===== src/verilog/psa_pkg.sv =====
package psa_pkg;

   // operation codes presented by the instruction sequencer
   typedef enum logic [2:0] {
      PSA_OP_ADD,
      PSA_OP_SUB,
      PSA_OP_MUL,
      PSA_OP_DIV,
      PSA_OP_INC,
      PSA_OP_DEC
   } psa_op_t;

   // error code recorded when a divide meets a zero divisor
   localparam logic [15:0] PSA_ERR_DIV_ZERO = 16'h0E19;
   localparam logic [15:0] PSA_ERR_NONE = 16'h0000;

   // register byte offsets on the wishbone slave
   localparam logic [3:0] PSA_REG_STATUS = 4'h0;
   localparam logic [3:0] PSA_REG_ERRCODE = 4'h4;
   localparam logic [3:0] PSA_REG_CONTROL = 4'h8;

   // status register bit positions
   localparam int PSA_ST_ZERO = 0;
   localparam int PSA_ST_BORROW = 1;
   localparam int PSA_ST_CARRY = 2;
   localparam int PSA_ST_PERR = 3;
   localparam int PSA_ST_ELATCH = 4;
   localparam int PSA_ST_BUSY = 5;

   // control register bit positions (write one to act)
   localparam int PSA_CT_CLR_PERR = 0;
   localparam int PSA_CT_CLR_ELATCH = 1;
   localparam int PSA_CT_CLR_CODE = 2;

   // nibble group limits for grouped bit destinations
   localparam logic [3:0] PSA_NIB_MAX16 = 4'h4;
   localparam logic [3:0] PSA_NIB_MAX32 = 4'h8;

endpackage


===== src/verilog/psa_arith_unit.sv =====
`timescale 1ns/1ns
`default_nettype none

// Behaviour
// [RULE_01] add and subtract set the zero flag when the exact result is zero
// [RULE_02] borrow flag set when result is below -32768 or -2147483648
// [RULE_03] carry flag set when result is above 32767 or 2147483647
// [RULE_04] add writes first source plus second source to the destination
// [RULE_05] subtract writes first source minus second source to the destination
// [RULE_06] all operands are signed two's complement, msb one means negative
// [RULE_07] subtract updates the three flags exactly as add does
// [RULE_08] 32-bit values span two words, low half in the lower word
// [RULE_09] 16-bit multiply gives signed 32-bit product, low word first
// [RULE_10] 32-bit multiply gives signed 64-bit product over four words
// [RULE_11] multiply honours operand signs; product msb shows result sign
// [RULE_12] zero divisor: no divide, set error flags, record code 0E19
// [RULE_13] 16-bit divide puts quotient first, then remainder in next word
// [RULE_14] 32-bit divide puts quotient in two words, remainder in next two
// [RULE_15] grouped bit destination takes 1-4 or 1-8 nibbles of low result only
// [RULE_16] increment and decrement wrap at the limits and leave flags alone
// [RULE_17] divide fault raises program error and latched error with cause code
// [RULE_18] overflowed add or subtract stores the result truncated to width
// [RULE_19] each add or subtract clears any flag whose condition is not met
module psa_arith_unit (
   input wire logic clk_i,
   input wire logic rst_i,
   // instruction request from the sequencer
   input wire logic op_valid_i,
   output logic op_ready_o,
   input wire psa_pkg::psa_op_t op_code_i,
   input wire logic op_wide_i,
   input wire logic [31:0] src1_i,
   input wire logic [31:0] src2_i,
   input wire logic [3:0] dst_nibbles_i,
   // result toward device memory
   output logic res_valid_o,
   output logic [63:0] res_data_o,
   output logic [2:0] res_words_o,
   // special flag devices
   output logic result_zero_flag_o,
   output logic borrow_flag_o,
   output logic carry_flag_o,
   output logic program_error_flag_o,
   output logic error_latched_flag_o,
   output logic [15:0] error_code_word_o,
   // classic wishbone slave
   input wire logic wb_cyc_i,
   input wire logic wb_stb_i,
   input wire logic wb_we_i,
   input wire logic [3:0] wb_adr_i,
   input wire logic [3:0] wb_sel_i,
   input wire logic [31:0] wb_dat_i,
   output logic [31:0] wb_dat_o,
   output logic wb_ack_o
);
   import psa_pkg::*;

   typedef enum logic {
      PSA_IDLE,
      PSA_DIV_WAIT
   } psa_state_t;

   psa_state_t state_q, state_d;
   logic res_valid_q;
   logic [63:0] res_data_q;
   logic [2:0] res_words_q;
   logic zero_q, borrow_q, carry_q, perr_q, elatch_q;
   logic [15:0] ecode_q;
   logic wide_q, nib_div_q;
   logic [3:0] nib_q;
   logic ack_q;
   logic [31:0] rdata_q;

   // operands sign-extended to 32 bits so one datapath serves both widths
   wire [31:0] a32 = op_wide_i ? src1_i : {{16{src1_i[15]}}, src1_i[15:0]}; // RULE_06
   wire [31:0] b32 = op_wide_i ? src2_i : {{16{src2_i[15]}}, src2_i[15:0]}; // RULE_06
   wire take = op_valid_i && op_ready_o;
   wire is_sub = (op_code_i == PSA_OP_SUB);

   // exact 33-bit result; no 16- or 32-bit value can overflow it
   wire [32:0] addend = is_sub ? 33'(-{b32[31], b32}) : {b32[31], b32}; // RULE_05
   wire [32:0] sum33 = {a32[31], a32} + addend; // RULE_04
   wire sum_zero = (sum33 == 33'h0_0000_0000); // RULE_01
   // out of range above 32767 / 2147483647 and below -32768 / -2147483648
   wire hi16_all0 = (sum33[31:15] == 17'h0_0000);
   wire hi16_all1 = (sum33[31:15] == 17'h1_FFFF);
   wire sum_carry = op_wide_i ? (~sum33[32] & sum33[31]) : (~sum33[32] & ~hi16_all0); // RULE_03
   wire sum_borrow = op_wide_i ? (sum33[32] & ~sum33[31]) : (sum33[32] & ~hi16_all1); // RULE_02
   // truncated two's complement goes to the destination even on overflow
   wire [63:0] sum_res = op_wide_i ? {32'h0000_0000, sum33[31:0]}
                                   : {48'h0000_0000_0000, sum33[15:0]}; // RULE_18

   // signed product; 16-bit operands already sign-extended
   wire [63:0] prod = 64'($signed(a32) * $signed(b32)); // RULE_11
   wire [63:0] mul_res = op_wide_i ? prod : {32'h0000_0000, prod[31:0]}; // RULE_09 RULE_10

   // increment and decrement simply wrap at the width
   wire [31:0] step32 = (op_code_i == PSA_OP_DEC) ? 32'(a32 - 32'h0000_0001)
                                                  : 32'(a32 + 32'h0000_0001);
   wire [63:0] step_res = op_wide_i ? {32'h0000_0000, step32}
                                    : {48'h0000_0000_0000, step32[15:0]}; // RULE_16

   // zero divisor is judged at the operation width
   wire div_zero = op_wide_i ? (src2_i == 32'h0000_0000)
                             : (src2_i[15:0] == 16'h0000); // RULE_12
   wire div_start = take && (op_code_i == PSA_OP_DIV) && !div_zero;
   wire div_busy, div_done;
   wire [31:0] div_quot, div_rem;

   psa_divider #(
      .W(32)
   ) u_div (
      .clk_i(clk_i),
      .rst_i(rst_i),
      .start_i(div_start),
      .dividend_i(a32),
      .divisor_i(b32),
      .busy_o(div_busy),
      .done_o(div_done),
      .quot_o(div_quot),
      .rem_o(div_rem)
   );

   // quotient first, remainder in the following word(s)
   wire [63:0] div_res = wide_q ? {div_rem, div_quot}
                                : {32'h0000_0000, div_rem[15:0], div_quot[15:0]}; // RULE_13 RULE_14

   // grouped bit destination: clamp the group count, keep only its nibbles
   wire [3:0] nib_max = op_wide_i ? PSA_NIB_MAX32 : PSA_NIB_MAX16;
   wire [3:0] nib_now = (dst_nibbles_i > nib_max) ? nib_max : dst_nibbles_i; // RULE_15
   wire [3:0] nib_sel = (state_q == PSA_DIV_WAIT) ? nib_q : nib_now;
   wire [63:0] nib_mask = 64'((64'h0000_0000_0000_0001 << {nib_sel, 2'b00}) - 64'h1);
   wire [2:0] nib_words = 3'(({1'b0, nib_sel} + 5'h3) >> 2);

   // result selection for the single-cycle operations
   logic [63:0] fast_res;
   logic [2:0] fast_words;
   always_comb begin
      fast_res = sum_res;
      fast_words = op_wide_i ? 3'h2 : 3'h1; // RULE_08
      case (op_code_i)
         PSA_OP_MUL: begin
            fast_res = mul_res;
            fast_words = op_wide_i ? 3'h4 : 3'h2; // RULE_09 RULE_10
            if (nib_now != 4'h0) begin
               fast_res = mul_res & nib_mask; // RULE_15
               fast_words = nib_words;
            end
         end
         PSA_OP_INC, PSA_OP_DEC: begin
            fast_res = step_res;
         end
         default: begin
            fast_res = sum_res;
         end
      endcase
   end

   // divide result packing, including a grouped bit destination
   wire [63:0] div_out = nib_div_q ? (div_res & nib_mask) : div_res;
   wire [2:0] div_words = nib_div_q ? nib_words : (wide_q ? 3'h4 : 3'h2);

   // sequencer: only a divide needs more than one cycle
   always_comb begin
      state_d = state_q;
      case (state_q)
         PSA_IDLE: begin
            if (div_start) begin
               state_d = PSA_DIV_WAIT;
            end
         end
         PSA_DIV_WAIT: begin
            if (div_done) begin
               state_d = PSA_IDLE;
            end
         end
         default: begin
            state_d = PSA_IDLE;
         end
      endcase
   end
   assign op_ready_o = (state_q == PSA_IDLE) && !div_busy;

   // result register: one-cycle valid pulse with words to store
   always_ff @(posedge clk_i) begin
      if (rst_i) begin
         state_q <= PSA_IDLE;
         res_valid_q <= 1'b0;
         res_data_q <= 64'h0000_0000_0000_0000;
         res_words_q <= 3'h0;
         wide_q <= 1'b0;
         nib_q <= 4'h0;
         nib_div_q <= 1'b0;
      end else begin
         state_q <= state_d;
         res_valid_q <= 1'b0;
         if (take && op_code_i != PSA_OP_DIV) begin
            res_valid_q <= 1'b1;
            res_data_q <= fast_res;
            res_words_q <= fast_words;
         end else if (take && div_zero) begin
            res_valid_q <= 1'b1; // zero words: destination untouched RULE_12
            res_words_q <= 3'h0;
         end else if (div_done) begin
            res_valid_q <= 1'b1;
            res_data_q <= div_out;
            res_words_q <= div_words;
         end
         if (div_start) begin
            wide_q <= op_wide_i;
            nib_q <= nib_now;
            nib_div_q <= (nib_now != 4'h0);
         end
      end
   end

   // add/sub rewrites all three flags; other operations leave them alone
   wire arith_take = take && (op_code_i == PSA_OP_ADD || is_sub); // RULE_07 RULE_16
   always_ff @(posedge clk_i) begin
      if (rst_i) begin
         zero_q <= 1'b0;
         borrow_q <= 1'b0;
         carry_q <= 1'b0;
      end else if (arith_take) begin
         zero_q <= sum_zero; // RULE_19
         borrow_q <= sum_borrow; // RULE_19
         carry_q <= sum_carry; // RULE_19
      end
   end

   // wishbone decode; control writes are single-cycle pulses on the ack edge
   wire wb_req = wb_cyc_i && wb_stb_i && !ack_q;
   wire hit_status = (wb_adr_i == PSA_REG_STATUS);
   wire hit_code = (wb_adr_i == PSA_REG_ERRCODE);
   wire hit_ctrl = (wb_adr_i == PSA_REG_CONTROL);
   // commit on the edge that sees ack high, while the master still holds the request
   wire ctrl_wr = wb_cyc_i && wb_stb_i && ack_q && wb_we_i && hit_ctrl && wb_sel_i[0];
   wire clr_perr = ctrl_wr && wb_dat_i[PSA_CT_CLR_PERR];
   wire clr_elatch = ctrl_wr && wb_dat_i[PSA_CT_CLR_ELATCH];
   wire clr_code = ctrl_wr && wb_dat_i[PSA_CT_CLR_CODE];
   wire fault = take && (op_code_i == PSA_OP_DIV) && div_zero;

   // error flags: a fault in the same cycle as a clear wins
   always_ff @(posedge clk_i) begin
      if (rst_i) begin
         perr_q <= 1'b0;
         elatch_q <= 1'b0;
         ecode_q <= PSA_ERR_NONE;
      end else begin
         if (fault) begin
            perr_q <= 1'b1; // RULE_12 RULE_17
            elatch_q <= 1'b1; // RULE_17
            ecode_q <= PSA_ERR_DIV_ZERO; // RULE_12
         end else begin
            if (clr_perr) begin
               perr_q <= 1'b0;
            end
            if (clr_elatch) begin
               elatch_q <= 1'b0;
            end
            if (clr_code) begin
               ecode_q <= PSA_ERR_NONE;
            end
         end
      end
   end

   // status image; unmapped addresses read zero and are still acked
   wire [31:0] status_word = {26'h000_0000, !op_ready_o, elatch_q, perr_q,
                              carry_q, borrow_q, zero_q};
   wire [31:0] rd_mux = hit_status ? status_word :
                        hit_code ? {16'h0000, ecode_q} : 32'h0000_0000;

   // ack one cycle after the strobe, dropped the cycle after
   always_ff @(posedge clk_i) begin
      if (rst_i) begin
         ack_q <= 1'b0;
         rdata_q <= 32'h0000_0000;
      end else begin
         ack_q <= wb_req;
         if (wb_req && !wb_we_i) begin
            rdata_q <= rd_mux;
         end
      end
   end

   assign wb_ack_o = ack_q;
   assign wb_dat_o = rdata_q;
   assign res_valid_o = res_valid_q;
   assign res_data_o = res_data_q;
   assign res_words_o = res_words_q;
   assign result_zero_flag_o = zero_q;
   assign borrow_flag_o = borrow_q;
   assign carry_flag_o = carry_q;
   assign program_error_flag_o = perr_q;
   assign error_latched_flag_o = elatch_q;
   assign error_code_word_o = ecode_q;
endmodule

`default_nettype wire


===== src/verilog/psa_divider.sv =====
`timescale 1ns/1ns
`default_nettype none

// signed restoring divider: quotient truncates toward zero, remainder takes the
// dividend's sign; one quotient bit per cycle, so W cycles after start
module psa_divider #(
   parameter int W = 32
) (
   input wire logic clk_i,
   input wire logic rst_i,
   input wire logic start_i,
   input wire logic [W-1:0] dividend_i,
   input wire logic [W-1:0] divisor_i,
   output logic busy_o,
   output logic done_o,
   output logic [W-1:0] quot_o,
   output logic [W-1:0] rem_o
);
   import psa_pkg::*;

   logic [W-1:0] q_q, r_q, d_q;
   logic [$clog2(W+1)-1:0] cnt_q;
   logic neg_q_q, neg_r_q, done_q;
   wire [W-1:0] dvd_mag = dividend_i[W-1] ? W'(-dividend_i) : dividend_i;
   wire [W-1:0] dvs_mag = divisor_i[W-1] ? W'(-divisor_i) : divisor_i;
   wire [W:0] shifted = {r_q, q_q[W-1]};
   wire [W:0] trial = shifted - {1'b0, d_q};
   wire fits = ~trial[W];

   // one shift-subtract step per cycle while the count runs
   always_ff @(posedge clk_i) begin
      if (rst_i) begin
         q_q <= '0;
         r_q <= '0;
         d_q <= '0;
         cnt_q <= '0;
         neg_q_q <= 1'b0;
         neg_r_q <= 1'b0;
         done_q <= 1'b0;
      end else begin
         done_q <= 1'b0;
         if (start_i && cnt_q == '0) begin
            q_q <= dvd_mag;
            r_q <= '0;
            d_q <= dvs_mag;
            cnt_q <= ($clog2(W+1))'(W);
            neg_q_q <= dividend_i[W-1] ^ divisor_i[W-1];
            neg_r_q <= dividend_i[W-1];
         end else if (cnt_q != '0) begin
            r_q <= fits ? trial[W-1:0] : shifted[W-1:0];
            q_q <= {q_q[W-2:0], fits};
            cnt_q <= cnt_q - 1'b1;
            done_q <= (cnt_q == ($clog2(W+1))'(1));
         end
      end
   end

   // signs restored from flops; held stable until the next start
   assign quot_o = neg_q_q ? W'(-q_q) : q_q;
   assign rem_o = neg_r_q ? W'(-r_q) : r_q;
   assign busy_o = (cnt_q != '0);
   assign done_o = done_q;
endmodule

`default_nettype wire


===== config.mk =====
export PLATFORM = sky130hd
export DESIGN_NAME = psa_arith_unit
export DESIGN_NICKNAME = d
export VERILOG_FILES = /design/src/verilog/psa_pkg.sv /design/src/verilog/psa_arith_unit.sv /design/src/verilog/psa_divider.sv
export SDC_FILE = /design/constraint.sdc
export NUM_CORES = 2
export LEC_CHECK = 0
export BUFFER_PORTS_ARGS = -buffer_cell sky130_fd_sc_hd__buf_4
export CAP_MARGIN = 10
export CORE_MARGIN = 1.5
export CORE_UTILIZATION = 40
export CTS_BUF_LIST = sky130_fd_sc_hd__clkbuf_4
export DETAILED_ROUTE_END_ITERATION = 10
export HOLD_SLACK_MARGIN = 0.06
export PLACE_DENSITY = 0.56
export SLEW_MARGIN = 20
export SYNTH_ARGS = -nofsm -noshare
export SYNTH_HDL_FRONTEND = slang
export SYNTH_SLANG_ARGS = --single-unit

===== constraint.sdc =====
create_clock -name clk_i -period 9.2 [get_ports clk_i]
set_input_delay 0.46 -clock clk_i [delete_from_list [all_inputs] [get_ports clk_i]]
set_output_delay 0.46 -clock clk_i [all_outputs]
set_load 0.03 [all_outputs]

==> results.json <==
{
  "grt_pass1_vias": 46240,
  "ys_ff_latch": 194,
  "first_pass_iters": 6,
  "maxCapViolations": 0,
  "arrival_ns": 9.20,
  "die_area_um2": 136600,
  "worst_pin_slew_ns": 1.128,
  "synth_area_leaders": "fa_1, inv_1, dfxtp_1, ha_1, nand2_1",
  "overflow": 0,
  "syn_area_per_cell_um2": 8.477,
  "wirelength_um": 189000,
  "clk_latency_ns": 0.69,
  "r2r-start": "u_div.q_q[31]",
  "yosysWarnings": 0,
  "drive_gt1_frac": 0.07993,
  "htree_levels": 4,
  "clock_path_buffers": 2,
  "fp.coreArea_um2": 133500,
  "finClkSkew_ns": 0.02405,
  "maxSlewHeadroom": 0.2455,
  "hold_violations": 0,
  "netlist_instances": 6343,
  "min_path_cells": 4,
  "critPathCaptureType": "register",
  "grt_pass1_wl_um": 288600,
  "ys_seq_area_frac": 0.07223,
  "gp_congestion": 0.9906,
  "use_met3": 0.03732,
  "ios": 241,
  "rsz0062_at_grt": "false",
  "yosysTopAreaCell": "fa_1",
  "hpwl_um": 155500,
  "whs_endpoint": "program_error_flag_o",
  "worstPathMaxFanout": 9,
  "cts_tree": "done",
  "grtUsageMet2": 0.4497,
  "crit_type": "input port to register",
  "antenna_found_initial": 18,
  "async_flop_share": 0,
  "ant_nets": 0,
  "grt.busiest_layer": "met2",
  "cts_buffers": 17,
  "synth.cell_area_um2": 53770,
  "status": "finished clean",
  "setup_viol": 0,
  "synth_top_area_frac": 0.4040,
  "synth_edf_count": 0,
  "area_delta_synth_final_pct": 8.547,
  "start_kind": "input port",
  "grt_use_met1": 0.3898,
  "hp-start": "wb_dat_i[0]",
  "fmax_mhz": 116.3,
  "r2r_slack_ns": 4.72,
  "die_y_um": 369.6,
  "port_buffers": 175,
  "rows": 134,
  "drc": 0,
  "grt_max_degree": 98,
  "final_nets": 7923,
  "synth.distinct_cells": 98,
  "reg2reg_depth": 15,
  "numClockSinks": 194,
  "grtUsageTotal": 0.2804,
  "post-route-util": 0.4373,
  "via_count": 45050,
  "synth-main-ff-cell": "dfxtp_1",
  "initial_utilization": 0.4029,
  "holdWs_ns": 0.1191,
  "maxSlewViolCount": 0,
  "die_w_um": 369.6,
  "cts-root-buf": "clkbuf_4",
  "required_ns": 9.80,
  "min_path_type": "input port to register",
  "cts_setup_buffers": 0,
  "avgViaCountPerCell": 5.482,
  "r2r-end": "u_div.q_q[0]",
  "min_period_over_period": 0.9345,
  "drt-wirelength-per-cell_um": 23.00,
  "dr.first_iter.drc_count": 3881,
  "finalCriticalPeriod_ns": 8.598,
  "clk_pin_slew_ns": 0.18
}
[cells by family (layout without fill, tap and decap cells)]
family          Yosys count  after routing  synth area share
simple gates           1946           1946            0.1680
buf+inv                1476           1544            0.1068
fa+ha+maj              1375           1375            0.4714
compound gates          981            981            0.1193
xor+xnor                298            298           0.04854
flops                   194            194           0.07223
mux                      72             72           0.01357
other cells               1             40        0.00006974
[Yosys cell counts (all sizes together) (7+ instances only)]
master,instances
o21bai,21
a2111oi,7
o21ai,197
o211ai,14
a41oi,12
and3,23
clkbuf,303
o21a,15
and2,256
mux2i,65
a211oi,98
nor2,466
a21o,108
a221oi,30
buf,86
dfxtp,194
nor4,24
a31o,8
o41ai,13
nand4,24
a22oi,19
a211o,11
mux2,7
nor3,86
or3,26
inv,1080
nand2,763
nand2b,32
a21boi,7
a311oi,13
o22ai,12
or4,18
ha,290
xor2,110
xnor2,188
a31oi,33
o31ai,39
nor2b,148
a21oi,267
nand3,54
fa,1085
[per-layer routing]
metal | routed length (um) | share of wire
met5 | 7 | 0.000037
met4 | 6956 | 0.037
met3 | 13800 | 0.073
met2 | 87050 | 0.46
met1 | 81170 | 0.43
[how the worst max path moves through the flow]
stage                     startpoint             end  depth (start not counted)
after global routing      src1_i[15]  res_data_o[62]                         27
after global placement    src1_i[15]  res_data_o[62]                         27
after CTS                 src1_i[15]  res_data_o[59]                         27
after floorplan           src1_i[15]  res_data_o[59]                         32
after detailed placement  src1_i[15]  res_data_o[59]                         27
final                      op_wide_i  res_data_o[59]                         27
[state kept, by name (all words and copies together), names as in the netlist, 3 cells and up]
register	flops
u_div.d_q	32
res_words_o	3
wb_dat_o	7
nib_q	4
u_div.r_q	32
res_data_o	64
u_div.cnt_q	6
u_div.q_q	32
[timing repair]
item / CTS / global route
gates resized for setup: 0 / 0
hold buffers: 4 / 0
hold endpoints to repair: 3 / 0
endpoints found under the setup margin: 0 / 0
[cell type report]
class | instances | area [um2]
Clock buffer | 17 | 127.6
Inverter | 1086 | 4076
Tap cell | 1768 | 2212
Antenna cell | 7 | 17.52
Fill cell | 13570 | 75090
Clock inverter | 15 | 172.7
Sequential cell | 194 | 3884
Timing Repair Buffer | 426 | 3450
Multi-Input combinational cell | 4705 | 44430
[critical path, cell delays in order]
cell      delay [ns]
buf_4           0.17
nor2b_2         0.32
buf_4           0.29
a21oi_2         0.05
inv_1           0.58
nand2_1         0.18
fa_1            0.58
fa_1            0.45
fa_1            0.49
fa_1            0.55
inv_1           0.05
fa_1            0.49
fa_1            0.57
fa_1            0.43
fa_1            0.47
ha_1            0.35
nand3_1         0.12
nor2_1          0.14
nand4_1         0.14
a211oi_1        0.23
buf_4           0.20
o21ai_1         0.14
o21ai_1         0.52
nand3_1         0.21
o21ai_0         0.35
mux2_2          0.38
nor4_1          0.24
[cell usage in the layout, fill, tap and decap left out, types with 39 or more instances in the layout]
cell type,count
a211oi_1,98
a21o_1,108
a21oi_1,248
and2_1,255
buf_4,402
dfxtp_1,194
fa_1,1084
ha_1,290
inv_1,1076
mux2i_1,65
nand2_1,762
nand3_1,53
nor2_1,465
nor2b_1,146
nor3_1,85
o21ai_0,113
o21ai_1,82
o31ai_1,39
xnor2_1,188
xor2_1,110
[metrics by stage]
stage	instances	instance area (um2)	TNS, ns	worst slack [ns]
floorplan	6375	53900	-0.01731	-0.01731
global placement	8175	58000	0	0.002278
detailed placement	8175	58010	-0.04151	-0.03781
CTS	8211	58350	0	0.6633
global route	8217	58360	0	0.2216
finish	8218	58360	0	0.6023
Power is left out: the tool's default activity adds up to more than one toggle a clock period on the data nets, which glitch-free logic cannot reach.
